**config.mk**
```make
export PLATFORM = sky130hd
export DESIGN_NAME = option_byte_config_decoder
export DESIGN_NICKNAME = d
export VERILOG_FILES = /design/src/hdl/option_cfg_pkg.sv /design/src/hdl/option_row_mem.sv /design/src/hdl/option_byte_config_decoder.sv
export SDC_FILE = /design/constraint.sdc
export NUM_CORES = 1
export LEC_CHECK = 0
export BUFFER_PORTS_ARGS = -buffer_cell sky130_fd_sc_hd__buf_4
export CORE_UTILIZATION = 36
export DETAILED_ROUTE_END_ITERATION = 6
export PLACE_DENSITY = 0.56
export SYNTH_ARGS = -nofsm -noshare
export SYNTH_HDL_FRONTEND = slang
export SYNTH_SLANG_ARGS = --single-unit
```
**constraint.sdc**
```tcl
create_clock -name clk_sys_i -period 1.7 [get_ports clk_sys_i]
set_clock_uncertainty 0.15 [all_clocks]
set_input_delay 0.17 -clock clk_sys_i [delete_from_list [all_inputs] [get_ports clk_sys_i]]
set_output_delay 0.17 -clock clk_sys_i [all_outputs]
set_load 0.1 [all_outputs]
```
**src/hdl/option_cfg_pkg.sv**
```systemverilog
// Purpose: shared constants for the option byte configuration decoder
// Assumes: byte-wide option row, addresses in the 16-bit data space
// Notes: none
package option_cfg_pkg;
  // ****************************************
  // option row addresses
  // ****************************************
  localparam logic [15:0] READOUT_GUARD_BYTE_ADDR = 16'h4800;
  localparam logic [15:0] BOOT_AREA_SIZE_BYTE_ADDR = 16'h4802;
  localparam logic [15:0] DATA_AREA_SIZE_BYTE_ADDR = 16'h4803;
  localparam logic [15:0] READ_ACCESS_GUARD_BYTE_ADDR = 16'h4807;
  localparam logic [15:0] WATCHDOG_OPTION_BYTE_ADDR = 16'h4808;
  localparam logic [15:0] OPTION_ROW_BASE = 16'h4800;
  localparam int OPTION_ROW_WORDS = 16;
  localparam int OPTION_IDX_W = 4;
  // ****************************************
  // values and fields
  // ****************************************
  localparam logic [7:0] OPTION_RESET_VALUE = 8'h00;
  localparam logic [7:0] READOUT_GUARD_ON = 8'hAA;
  localparam logic [7:0] READ_ACCESS_GUARD_OK = 8'h00;
  localparam logic [7:0] BOOT_AREA_NONE = 8'h00;
  localparam logic [7:0] BOOT_AREA_VECT_MAX = 8'h02;
  localparam logic [7:0] BOOT_AREA_PAGE_MASK = 8'h7F;
  localparam logic [7:0] DATA_AREA_PAGE_MASK = 8'h3F;
  localparam int WATCHDOG_AUTOSTART_BIT = 0;
  localparam int WATCHDOG_FREEZE_BIT = 1;
  localparam logic [15:0] DATA_AREA_TOP = 16'h9FFF;
  localparam logic [15:0] DATA_AREA_END_PLUS1 = 16'hA000;
  localparam int PAGE_SHIFT = 6;
  // ****************************************
  // loader timing
  // ****************************************
  localparam logic [4:0] LOAD_LAST_INDEX = 5'h0F;
  typedef enum logic [2:0] {
    LOAD_IDLE = 3'b001,
    LOAD_SCAN = 3'b010,
    LOAD_DONE = 3'b100
  } load_state_t;
endpackage

```
**src/hdl/option_row_mem.sv**
```systemverilog
// Purpose: small option byte row storage with registered read data
// Assumes: one write port and one read port, write has priority over nothing (separate ports)
// Notes: contents persist across resets, as non-volatile storage would
`timescale 1ns/1ps
module option_row_mem
  import option_cfg_pkg::*;
(
  input wire logic clk_sys_i,
  input wire logic wr_en_i,
  input wire logic [OPTION_IDX_W-1:0] wr_idx_i,
  input wire logic [7:0] wr_data_i,
  input wire logic [OPTION_IDX_W-1:0] rd_idx_i,
  output logic [7:0] rd_data_o
);
  // initial contents are the factory setting; read data is unknown until the first edge
  logic [7:0] mem_reg [OPTION_ROW_WORDS] = '{default: OPTION_RESET_VALUE};

  // ****************************************
  // storage and registered read
  // ****************************************
  // one process owns both the array and the read register
  always_ff @(posedge clk_sys_i) begin
    if (wr_en_i) begin
      mem_reg[wr_idx_i] <= wr_data_i;
    end
    rd_data_o <= mem_reg[rd_idx_i];
  end
endmodule

```
**src/hdl/option_byte_config_decoder.sv**
```systemverilog
// Purpose: hold the option byte row and decode it into device configuration
// Assumes: option writes arrive over the debug link port on clk_sys_i
// Notes: decoded outputs refresh only by the scan after each reset
//   a row write that races the scan may or may not be seen by it
//   the cpu port has no data path; it only reports refused row writes
`timescale 1ns/1ps
module option_byte_config_decoder
  import option_cfg_pkg::*;
(
  input wire logic clk_sys_i,
  input wire logic reset_i,
  input wire logic in_circuit_programming_i,
  input wire logic link_wr_i,
  input wire logic [15:0] link_addr_i,
  input wire logic [7:0] link_wdata_i,
  input wire logic cpu_wr_i,
  input wire logic [15:0] cpu_addr_i,
  output logic cpu_wr_refused_o,
  output logic config_valid_o,
  output logic readout_guard_o,
  output logic [7:0] boot_area_pages_o,
  output logic boot_area_protect_o,
  output logic [7:0] boot_vector_pages_o,
  output logic [7:0] data_area_pages_o,
  output logic [15:0] data_area_base_o,
  output logic data_area_present_o,
  output logic watchdog_autostart_o,
  output logic watchdog_lowpower_freeze_o,
  output logic read_access_unsure_o
);
  // ****************************************
  // helpers
  // ****************************************
  // true for any byte address inside the 16-byte option row
  function automatic logic in_row(input logic [15:0] addr);
    in_row = (addr >= OPTION_ROW_BASE) &&
             (addr < OPTION_ROW_BASE + 16'(OPTION_ROW_WORDS));
  endfunction

  // low address bits pick the byte inside the row
  function automatic logic [OPTION_IDX_W-1:0] row_idx(input logic [15:0] addr);
    logic [15:0] off;
    off = addr - OPTION_ROW_BASE;
    row_idx = off[OPTION_IDX_W-1:0];
  endfunction

  // ****************************************
  // write path
  // ****************************************
  // programming mode is a pin level from another domain, so synchronise it
  logic mode_meta_reg;
  logic mode_sync_reg;
  always_ff @(posedge clk_sys_i or posedge reset_i) begin
    if (reset_i) begin
      mode_meta_reg <= 1'b0;
      mode_sync_reg <= 1'b0;
    end else begin
      mode_meta_reg <= in_circuit_programming_i;
      mode_sync_reg <= mode_meta_reg;
    end
  end

  // a link write lands only while the synchronised mode is high
  wire link_hit = link_wr_i && in_row(link_addr_i);
  wire mem_wr_en = link_hit && mode_sync_reg;
  // the cpu path never writes the row; flag the attempt instead
  wire cpu_hit = cpu_wr_i && in_row(cpu_addr_i);
  wire link_refused = link_hit && !mode_sync_reg;

  logic cpu_wr_refused_reg;
  // one-cycle pulse for every refused row write
  always_ff @(posedge clk_sys_i or posedge reset_i) begin
    if (reset_i) begin
      cpu_wr_refused_reg <= 1'b0;
    end else begin
      cpu_wr_refused_reg <= cpu_hit || link_refused;
    end
  end
  assign cpu_wr_refused_o = cpu_wr_refused_reg;

  // ****************************************
  // load sequencer
  // ****************************************
  load_state_t state_reg;
  load_state_t state_next;
  logic [4:0] scan_reg;
  logic [4:0] scan_next;
  logic [OPTION_IDX_W-1:0] rd_idx;
  logic [7:0] rd_data;
  // read data lag the index by one cycle, so capture the previous index
  logic [4:0] cap_idx_reg;
  logic cap_en_reg;

  option_row_mem u_mem (
    .clk_sys_i(clk_sys_i),
    .wr_en_i(mem_wr_en),
    .wr_idx_i(row_idx(link_addr_i)),
    .wr_data_i(link_wdata_i),
    .rd_idx_i(rd_idx),
    .rd_data_o(rd_data)
  );

  // the scan index addresses the row directly
  assign rd_idx = scan_reg[OPTION_IDX_W-1:0];

  // one pass over the row after reset, then stay done
  always_comb begin
    state_next = state_reg;
    scan_next = scan_reg;
    unique case (state_reg)
      LOAD_IDLE: begin
        state_next = LOAD_SCAN;
        scan_next = 5'h00;
      end
      LOAD_SCAN: begin
        if (scan_reg == LOAD_LAST_INDEX) begin
          state_next = LOAD_DONE;
        end else begin
          scan_next = scan_reg + 5'h01;
        end
      end
      LOAD_DONE: begin
        state_next = LOAD_DONE;
      end
      default: begin
        state_next = LOAD_IDLE;
      end
    endcase
  end

  // state, scan index and the index whose byte arrives next cycle
  always_ff @(posedge clk_sys_i or posedge reset_i) begin
    if (reset_i) begin
      state_reg <= LOAD_IDLE;
      scan_reg <= 5'h00;
      cap_idx_reg <= 5'h00;
      cap_en_reg <= 1'b0;
    end else begin
      state_reg <= state_next;
      scan_reg <= scan_next;
      cap_idx_reg <= scan_reg;
      cap_en_reg <= (state_reg == LOAD_SCAN);
    end
  end

  // ****************************************
  // captured option bytes, size bytes masked
  // ****************************************
  logic [7:0] guard_reg;
  logic [7:0] boot_reg;
  logic [7:0] data_reg;
  logic [7:0] access_reg;
  logic [7:0] wdog_reg;
  logic valid_reg;
  wire [15:0] cap_addr = OPTION_ROW_BASE + {11'h000, cap_idx_reg};
  // capture strobes decoded from the lagged index, one per stored byte
  wire cap_guard = cap_en_reg && (cap_addr == READOUT_GUARD_BYTE_ADDR);
  wire cap_boot = cap_en_reg && (cap_addr == BOOT_AREA_SIZE_BYTE_ADDR);
  wire cap_data = cap_en_reg && (cap_addr == DATA_AREA_SIZE_BYTE_ADDR);
  wire cap_access = cap_en_reg && (cap_addr == READ_ACCESS_GUARD_BYTE_ADDR);
  wire cap_wdog = cap_en_reg && (cap_addr == WATCHDOG_OPTION_BYTE_ADDR);
  wire cap_last = cap_en_reg && (cap_idx_reg == LOAD_LAST_INDEX);
  // stored top bits are ignored, so masking at capture keeps every consumer clean
  wire [7:0] boot_masked = rd_data & BOOT_AREA_PAGE_MASK;
  wire [7:0] data_masked = rd_data & DATA_AREA_PAGE_MASK;

  // only the scan writes these, so mid-run programming cannot disturb them
  always_ff @(posedge clk_sys_i or posedge reset_i) begin
    if (reset_i) begin
      guard_reg <= OPTION_RESET_VALUE;
      boot_reg <= OPTION_RESET_VALUE;
      data_reg <= OPTION_RESET_VALUE;
      access_reg <= OPTION_RESET_VALUE;
      wdog_reg <= OPTION_RESET_VALUE;
      valid_reg <= 1'b0;
    end else begin
      if (cap_guard) guard_reg <= rd_data;
      if (cap_boot) boot_reg <= boot_masked;
      if (cap_data) data_reg <= data_masked;
      if (cap_access) access_reg <= rd_data;
      if (cap_wdog) wdog_reg <= rd_data;
      // valid stays up until the next reset clears it
      if (cap_last) valid_reg <= 1'b1;
    end
  end

  // ****************************************
  // decode
  // ****************************************
  wire boot_none = (boot_reg == BOOT_AREA_NONE);
  wire boot_vect_only = !boot_none && (boot_reg <= BOOT_AREA_VECT_MAX);
  // each data page is 64 bytes and the area grows down from the top
  wire [15:0] data_span = {2'h0, data_reg, 6'h00};
  wire [15:0] data_base = DATA_AREA_END_PLUS1 - data_span;

  assign config_valid_o = valid_reg;
  assign readout_guard_o = (guard_reg == READOUT_GUARD_ON);
  assign boot_area_pages_o = boot_reg;
  // pages 0..value-1 are protected; vector-only sizes still protect vectors
  assign boot_area_protect_o = !boot_none;
  assign boot_vector_pages_o = boot_none ? 8'h00 : (boot_vect_only ? boot_reg : BOOT_AREA_VECT_MAX);
  assign data_area_pages_o = data_reg;
  assign data_area_present_o = (data_reg != 8'h00);
  assign data_area_base_o = (data_reg == 8'h00) ? DATA_AREA_END_PLUS1 : data_base;
  assign watchdog_autostart_o = wdog_reg[WATCHDOG_AUTOSTART_BIT];
  assign watchdog_lowpower_freeze_o = wdog_reg[WATCHDOG_FREEZE_BIT];
  // the device depends on the programmer leaving this byte at zero
  assign read_access_unsure_o = (access_reg != READ_ACCESS_GUARD_OK);
endmodule

```
# Yosys cells after proc, flatten, opt, wreduce, memory -nomap -nowiden
# Memories as Yosys holds them, arrays and structs flattened. A register that Yosys moved wholly into a read port is not among the register bits.
# Cells that the tools add are included.
op_classes:
  n_addsub: 4
  multipliers: 0
  div: 0
  order_cmp: 5
  n_eq_ne: 13
  n_shift: 0
  muxes: 9
  bitwise: 0
  reduce_logical: 22
ops:
  columns: ["cell", "n"]
  rows:
  - ["== test 16 x 15 -> 1 bit, second input constant", 5]
  - [">= comparator 16 x 15 -> 1 bit, second input constant", 2]
  - ["< comparator 16 x 15 -> 1 bit, second input constant", 2]
  - ["adder 15 x 5 -> 16 bit, first input constant", 1]
  - ["zero test 8 bit", 2]
  - ["two-way mux 16 bit", 1]
  - ["nonzero test 8 bit", 2]
  - ["subtractor 16 x 12 -> 16 bit, first input constant", 1]
  - ["two-way mux 7 bit", 2]
  - ["logical AND 1 bit", 13]
  - ["== test 5 x 4 -> 1 bit, second input constant", 2]
  - ["case mux 5 bit (2 select lines)", 1]
  - ["case mux 3 bit (3 select lines)", 1]
  - ["== test 8 bit, second input constant", 1]
  - ["<= comparator 7 x 2 -> 1 bit, second input constant", 1]
  - ["adder 5 x 1 -> 5 bit, second input constant", 1]
  - ["two-way mux 5 bit", 1]
  - ["inequality test 2 bit, second input constant", 2]
  - ["subtractor 4 x 1 -> 4 bit, second input constant", 1]
  - ["== test 3 x 1 -> 1 bit, second input constant", 1]
  - ["== test 3 x 2 -> 1 bit, second input constant", 1]
  - ["== test 3 bit, second input constant", 1]
  - ["two-way mux 3 bit", 1]
  - ["zero test 1 bit", 2]
  - ["4 further kinds", 5]
totals:
  register_bits: 49
  latch_bits: 0
  ram_bits: 128
  romBits: 0
  elab_cells: 67
  memories: 1
memory_table:
  columns: ["memory", "depth", "word_bits", "read_ports", "rd_ports_with_merged_regs", "write_ports", "line_no", "text"]
  rows:
  - ["u_mem.mem_reg", 16, 8, 1, 1, 1, "option_row_mem.sv:16", "logic [7:0] mem_reg [OPTION_ROW_WORDS] = '{default: OPTION_RESET_VALUE};"]

# Depth between registers and ports, before layout
# Gate-level depths: netlist of the first run.
logic_depth:
  ltp_word: 6
  ltp_mapped: 7
  depth_no_buf: 7

# Modules after synthesis
# A second synthesis of the first run with hierarchy kept.
unflattened:
  cells_unflattened: 426
  area_unflattened_um2: 7477.2
modules_own_cells:
  columns: ["module", "n_inst", "cells_per_inst", "area_per_inst_um2", "seq_area_each_um2"]
  rows:
  - ["option_row_mem", 1, 229, 5147.4, 4003.8]
  - ["option_byte_config_decoder", 1, 197, 2329.7, 1227.4]

# Least setup slack after synthesis of the first run
# Ideal clock, no wire load.
synth_path:
  kind: "flip-flop to output port"
  startpoint: "register data_reg[0], in the netlist data_area_pages_o[0]"
  endpoint: "output data_area_base_o[11]"
  arrival_time_ns: 3.669
  required_time_ns: 1.380
  setup_slack_ns: -2.289
  path_stages_with_launch: 6
  path_buffers: 1
  path_cell_list: "dfrtp_1 inv_1 ha_1 clkbuf_1 o21a_1 a21oi_1"
synth_via:
  elab_chain_len: 2
synth_lines:
  columns: ["item", "line_no", "text"]
  rows:
  - ["start, declared", "option_byte_config_decoder.sv:151", "logic [7:0] data_reg;"]
  - ["start signal, assigned", "option_byte_config_decoder.sv:179", "if (cap_data) data_reg <= data_masked;"]
  - ["subtractor 16 x 12 -> 16 bit or zero test 8 bit (tied branches)", "option_byte_config_decoder.sv:194, option_byte_config_decoder.sv:204", null]
  - ["two-way mux 16 bit *", "option_byte_config_decoder.sv:204", "assign data_area_base_o = (data_reg == 8'h00) ? DATA_AREA_END_PLUS1 : data_base;"]
  - ["end, declared", "option_byte_config_decoder.sv:25", "output logic [15:0] data_area_base_o,"]
# Mark *: on every way between the ends. The rest lies on a longest branch, timed or not.

# Worst setup path in the final report of the first run
layout_path:
  startpoint: "register data_reg[2], in the netlist data_area_pages_o[2]"
  endpoint: "output data_area_base_o[11]"
# The elaborated chain is that of the path after synthesis.

==> results by group, run 1 <==
Synth
  • Post-Synth XOR/XNOR Area: 0.465%
  • Top-area cell type share of the netlist area: 51.0%
  • Count of cell types in the netlist: 58
  • Synth Area in Simple Gates: 6.04%
  • Adder and majority gate portion of the synthesized area: 0.498%
  • Yosys reg bits: ~190
  • Most common cell in the synthesized netlist: edfxtp_1
  • Ys Warns: 0
  • Mux contribution to synthesized area: 16.0%
  • Largest family of logic cells by synthesized area: multiplexers
  • Post-Syn Area: 7540 um^2
  • Number of enable flip-flop cells after synthesis: 128
  • Mapped Avg Cell Area: roughly 17 um^2
  • Top FF cell, synth: edfxtp_1
  • Top post-synthesis cells by area: edfxtp_1 51%, dfrtp_1 16%, mux4_1 5.2%
  • Syn Inst Count: approximately 440
  • Post-synthesis compound-gate area fraction: 4.00%
  • Synth area leader: edfxtp_1
  • Post-synth ARST share: 26.5%
  • Synth top cells by count: 128 x edfxtp_1, 48 x dfrtp_1, 26 x mux2i_1
  • Post-synthesis sequential area ratio: a little under 70%

Floorplan
  • Die H: 147 um
  • Die area: 21500 um^2
  • IO Count: 93
  • # rows: 52
  • Die width: 147 um
  • Initial Utilization: 37.0%
  • Core area: 20400 um^2

Worst hold path
  • Min-Delay Path Class: in2reg

Detailed routing
  • Final ANT Viol Nets: 0
  • Routed len/inst: 20.0 um
  • Number of remaining DRC errors: 0
  • DRT Wirelength: approximately 17000 um
  • Vias/cell: approximately 5.1
  • DR iter-0 viols: 262
  • TritonRoute pass-1 iters: 5
  • Via count: between 4000 and 5000

Pwr
  • Sw frac: 21.7%
  • Cell-internal power: 7.27 mW
  • Power per Cell Area: 915 nW/um^2
  • Clk pwr share: 43.9%
  • Pwr Total: 9.29 mW
  • Switching power: a little over 2 mW
  • Peak supply drop: 1.35 mV
  • Comb power frac: 4.2%
  • Reg power frac: between 50% and 60%
  • Leak pwr: around 3.8 nW

Run status
  • Outcome: complete, but fails checks
  • Failing checks: negative setup slack

CTS
  • Clock latency on the worst-skew pair: about 0.43 ns
  • CTS tree: built
  • TritonCTS Buffers: 17
  • Root Buffer: clkbuf_16
  • Htree depth: 4
  • TritonCTS Sinks: 185
  • Buffer levels on the longest clock path: 2
  • Clk slew on worst S/H paths: 0.07 ns

Timing
  • Worst-margin pin slew: 0.516 ns
  • Final Max Tran Viols: 0
  • Final period util: 118%
  • RSZ-0062 raised after global routing: true
  • Fin Hold WS: 0.0188 ns
  • Final hold vios: 0
  • Fmax: 499 MHz
  • Final setup viols: 28
  • Fin worst setup slack: -0.303 ns
  • Worst slew margin: ~66%
  • Crit path time final: approximately 2 ns

Global routing
  • Number of global-route vias before repair: 4625
  • Global Route met1 Usage: 22.8%
  • Global-route met2 utilization: 27.9%
  • Antenna violations before repair: 0
  • First-pass GRT wire length: between 20000 and 30000 um
  • Total GRT Usage: 17.1%
  • GRT met3 Usage: 4.19%
  • Top Usage Layer GRT: met2
  • GR Overflow Total: 0
  • Pin count of the biggest net entering global routing: 37

Setup path
  • Slowest-stage cell, CP: dfrtp_4
  • CP max FO: 5
  • Kind of critical path: reg2out
  • Crit path largest cell delay: roughly 0.52 ns
  • Worst path required time: 1.38 ns
  • Worst Setup End Kind: output pin
  • Crit path arrival time: 1.68 ns
  • CP Cell Sequence: nor2_2 -> nand3b_1 -> a21oi_4 -> buf_12
  • Crit path launch type: flop

Placed design
  • Port buffer count: 71
  • Pre-CTS setup slack: -0.246 ns
  • Post-DP HPWL: between 10000 and 15000 um
  • Global placer's final weighted congestion: 0.820

Final layout
  • Layout Nets: roughly 630
  • Diode count: 0
  • Layout cells sized above 1: 47.2%
  • Multi-input gate area: 2520 um^2
  • Sequential cell area: between 5000 and 6000 um^2
  • Syn-to-layout area delta: 34.8%
  • Fill cells: 1704
  • Largest register FFs: 128

Flow run
  • Max-Cap Viols: 0
-- layout make-up --
class / count / area share [%]
clock buffer: 17 / 4.19
timing repair buffer: 136 / 13.7
sequential: 185 / 51.8
tap: 270 / 3.32
multi-input combinational: 230 / 24.8
clock inverter: 15 / 1.87
inverter: 8 / 0.320
-- power by group through the flow --
stage / combinational [mW] / clock (mW) / sequential, mW
final: 0.392 / 4.08 / 4.83
after detailed placement: 0.376 / 0 / 4.92
after global placement: 0.370 / 0 / 4.92
after floorplan: 0.232 / 0 / 4.92
after global routing: 0.415 / 4.34 / 4.82
after CTS: 0.396 / 4.15 / 4.82
-- final timing paths --
kind,end,start,slack (ns),cells after the start
min in group asynchronous,cpu_wr_refused_o$_DFF_PP0_,reset_i,0.19,3
hold / removal,cpu_wr_refused_o$_DFF_PP0_,link_addr_i[4],0.02,5
setup reg to reg,scan_reg[3]$_DFFE_PP0P_,scan_reg[0]$_DFFE_PP0P_,-0.15,7
max in group asynchronous,cap_idx_reg[1]$_DFF_PP0_,reset_i,0.70,4
hold reg to reg,mode_sync_reg$_DFF_PP0_,mode_meta_reg$_DFF_PP0_,0.21,0
setup / recovery,data_area_base_o[11],data_area_pages_o[2]$_DFFE_PP0P_,-0.30,4
-- per-stage QoR --
step                      setup TNS (ns)  util (%)  instances  cell area (um^2)
after floorplan                   -15.66         -        456              7980
after global placement            -23.89      44.3        807              9020
after detailed placement          -26.39      44.3        807              9020
after CTS                          -4.79      49.5        860             10100
after global routing               -6.49      49.9        861             10200
final                              -4.54      49.9        861             10200
-- kinds of logic after synthesis --
logic type / after synthesis
mux: 81
simple gates: 79
xor+xnor: 4
other cells: 2
buf+inv: 41
fa+ha+maj: 3
compound gates: 46
flops: 185
-- critical path, delay by kind of cell (launching register included) --
kind / cells / cell delay, ns
buf+inv: 1 / 0.19
flops: 1 / 0.52
compound gates: 1 / 0.20
simple gates: 2 / 0.36
-- timing repair --
action | in CTS | in global routing
hold endpoints to repair | 148 | 0
cloned | 2 | 0
hold buffers | 12 | 0
pin swaps | 11 | 10
buffers inserted | 7 | 2
gates resized for setup | 69 | 16
setup endpoints to repair | 28 | 43
-- metal layers --
metal	up-vias	share of wire, %
met5	-	0
met4	0	1.5
met3	17	4.4
met2	131	50
met1	2245	44
li1	1971	-
-- placed cells by master, fill, tap and decap left out, types with 3 or more instances in the layout --
cell type	Yosys	routed
edfxtp_1	128	128
buf_4	18	94
dfrtp_1	48	33
mux2i_1	26	26
mux2_2	25	25
buf_12	1	22
mux4_2	9	19
conb_1	2	17
clkbuf_16	0	17
nor2_4	0	13
o21ai_1	9	12
dlygate4sd3_1	0	12
dfrtp_2	0	10
nor2_1	23	8
a22oi_1	9	8
dfxtp_1	8	8
nand2_1	11	7
a32oi_1	8	7
nor3_4	1	6
mux2_1	6	6
inv_6	0	6
mux4_1	15	5
dfrtp_4	0	5
buf_6	1	5
inv_1	7	4
nand3b_1	3	3
nand2_4	0	3
a21oi_4	0	3
nand4b_1	3	3
ha_4	0	3
bufinv_16	0	3
clkinv_2	0	3
No activity file was read; power rests on OpenSTA's default activity.
==> inputs of run 2 (changes only) <==
Settings changed: MAX_ROUTING_LAYER from default to met4.
==> run 2 against run 1 <==
  * Largest power group unchanged
  * Critical endpoint unchanged
  * The flow still finishes with violations (negative setup slack)
  * First-iteration DRC count decreased by 5.0%
  * Highest routed layer unchanged
  * Fmax decreased by 0.22%
  * Design area unchanged
  * Core utilization unchanged
  * Sequential share of layout area unchanged
  * Count of clock-buffer cells in the layout unchanged
  * Final cell count unchanged
  * Worst hold slack improved by 0.00098 ns
==> results by group, run 2 (synthesis gave the netlist of run 1 again) <==
CTS
  • Htree depth: 4 (unchanged)
  • Root Buffer: clkbuf_16
  • Buffer levels on the longest clock path: 2 (unchanged)
  • Clk slew on worst S/H paths: 0.07 ns (about the same)
  • TritonCTS Sinks: 185 (unchanged)
  • CTS tree: built
  • Clock latency on the worst-skew pair: 0.43 ns (about the same)
  • TritonCTS Buffers: 17 (unchanged)

Detailed routing
  • TritonRoute pass-1 iters: 4 (-1)
  • Number of remaining DRC errors: 0 (unchanged)
  • DR iter-0 viols: 249 (-5.0%)
  • Vias/cell: 5.10 (+0.69%)
  • DRT Wirelength: 17300 um (+0.39%)
  • Routed len/inst: 20.1 um (+0.39%)
  • Via count: 4394 (+0.69%)
  • Final ANT Viol Nets: 0 (unchanged)

Floorplan
  • Die width: 147 um (unchanged)
  • # rows: 52 (unchanged)
  • Die area: 21500 um^2 (unchanged)
  • Core area: 20400 um^2 (unchanged)
  • IO Count: 93 (unchanged)
  • Initial Utilization: 37.0% (unchanged)
  • Die H: 147 um (unchanged)

Pwr
  • Power per Cell Area: 915 nW/um^2 (about the same)
  • Peak supply drop: 1.34 mV (-0.63%)
  • Leak pwr: 3.80 nW (unchanged)
  • Pwr Total: 9.30 mW (about the same)

Timing
  • RSZ-0062 raised after global routing: true
  • Setup TNS: -4.52 ns (+0.0256 ns)
  • Fin worst setup slack: -0.308 ns (-0.00448 ns)
  • Final period util: 118% (+0.26 points)
  • Final Max Tran Viols: 0 (unchanged)
  • Final setup viols: 28 (unchanged)
  • Fmax: 498 MHz (-0.22%)
  • Fin Hold WS: 0.0198 ns (+0.000985 ns)
  • Worst slew margin: 65.1% (-0.46 points)
  • Crit path time final: 2.01 ns (+0.00448 ns)
  • Final hold vios: 0 (unchanged)
  • Worst-margin pin slew: 0.523 ns (+0.00683 ns)

Final layout
  • Fill cells: 1704 (unchanged)
  • Syn-to-layout area delta: 34.8% (unchanged)
  • Layout cells sized above 1: 47.2% (unchanged)
  • Most frequent cells in the layout: 128 x edfxtp_1, 94 x buf_4, 33 x dfrtp_1, 26 x mux2i_1, 25 x mux2_2
  • Layout Nets: 626 (unchanged)
  • Largest register FFs: 128 (unchanged)
  • Diode count: 0 (unchanged)
  • Post-Layout Inst Area: 10200 um^2 (unchanged)
  • Leading cell type in the layout, fill and taps excluded: edfxtp_1

Worst hold path
  • WHS Path Cells: 5 (unchanged)
  • Min-Delay Path Class: in2reg
  • Hold path startpoint: link_addr_i[4]
  • Hold Path Sink: cpu_wr_refused_o$_DFF_PP0_

Setup path
  • Crit path arrival time: 1.69 ns (about the same)
  • Worst reg2reg path depth: 7 (unchanged)
  • Worst path required time: 1.38 ns (about the same)
  • Slowest-stage cell, CP: dfrtp_4
  • Crit path launch type: flop
  • Kind of critical path: reg2out
  • R2r startpoint: scan_reg[0]$_DFFE_PP0P_
  • CP max FO: 5 (unchanged)
  • CP Cell Sequence: nor2_2 -> nand3b_1 -> a21oi_4 -> buf_12
  • Worst Setup SP: data_area_pages_o[2]$_DFFE_PP0P_
  • Worst Setup End Kind: output pin
  • Crit path largest cell delay: 0.52 ns (about the same)
  • RR Endpoint: scan_reg[3]$_DFFE_PP0P_
  • Reg2reg setup slack: -0.16 ns (about the same)

Global routing
  • Antenna violations before repair: 0 (unchanged)
  • Pin count of the biggest net entering global routing: 37 (unchanged)
  • GR Overflow Total: 0 (unchanged)
  • Number of global-route vias before repair: 4608 (-0.37%)
  • First-pass GRT wire length: 27200 um (+0.25%)
  • Total GRT Usage: 17.7% (+0.59 points)

Run status
  • Outcome: complete, but fails checks
  • Failing checks: negative setup slack

Flow run
  • Max-Cap Viols: 0 (unchanged)

Placed design
  • Placement Cell Area: 9020 um^2 (unchanged)
  • Global placer's final weighted congestion: 0.832 (+1.5%)
  • Port buffer count: 71 (unchanged)
  • Post-DP HPWL: 11500 um (unchanged)
run 2: what timing repair did:
action,CTS,global route
gates cloned,2,0
setup buffers,7,2
hold buffers,12,0
resized for setup,69,16
pin swaps,11,10
setup endpoints to repair,28,43
hold endpoints to repair,148,0
run 2: where the power goes:
group	switching [mW]	internal (mW)	total, mW	leakage [nW]
registers	0.00307	4.82	4.83	1.76
logic	0.291	0.103	0.394	1.75
clock network	1.73	2.35	4.08	0.302
run 2: area by class of cell:
cell class / instances / area [um^2] / area share [%]
Clock buffer: 17 / 425 / 4.19
Clock inverter: 15 / 190 / 1.87
Inverter: 8 / 32.5 / 0.320
Multi-Input combinational cell: 230 / 2520 / 24.8
Sequential cell: 185 / 5260 / 51.8
Tap cell: 270 / 338 / 3.32
Timing Repair Buffer: 136 / 1390 / 13.7
run 2: metrics by stage:
stage,util [%],setup WS [ns],std cells
6_report,49.9,-0.308,861
4_1_cts,49.5,-0.348,860
3_5_place_dp,44.3,-0.246,807
5_1_grt,49.9,-0.387,861
3_3_place_gp,44.3,-0.222,807
2_1_floorplan,-,-0.535,456
run 2: how the worst max path moves through the flow:
stage          slack [ns]  cells past startpoint                             end
5_1_grt             -0.39                      4             boot_area_protect_o
4_1_cts             -0.35                      4             data_area_base_o[9]
2_1_floorplan       -0.53                      5            data_area_base_o[11]
3_3_place_gp        -0.22                      6  u_mem.mem_reg[10][4]$_DFFE_PP_
3_5_place_dp        -0.25                      6  u_mem.mem_reg[11][5]$_DFFE_PP_
6_report            -0.31                      4            data_area_base_o[11]
run 2: per-layer routing:
layer	track usage [%]	wire (um)	up-vias
met2	27.8	8610	138
met4	4.69	244	0
met1	23.0	7610	2273
met3	4.35	812	14
li1	-	-	1969
met5	-	0	-
run 2: critical path, delay by kind of cell, from the launching register on:
family | cells | cell delay [ns]
AOI/OAI and AO/OA | 1 | 0.20
buffers and inverters | 1 | 0.19
and+or+nand+nor | 2 | 0.36
DFF | 1 | 0.52
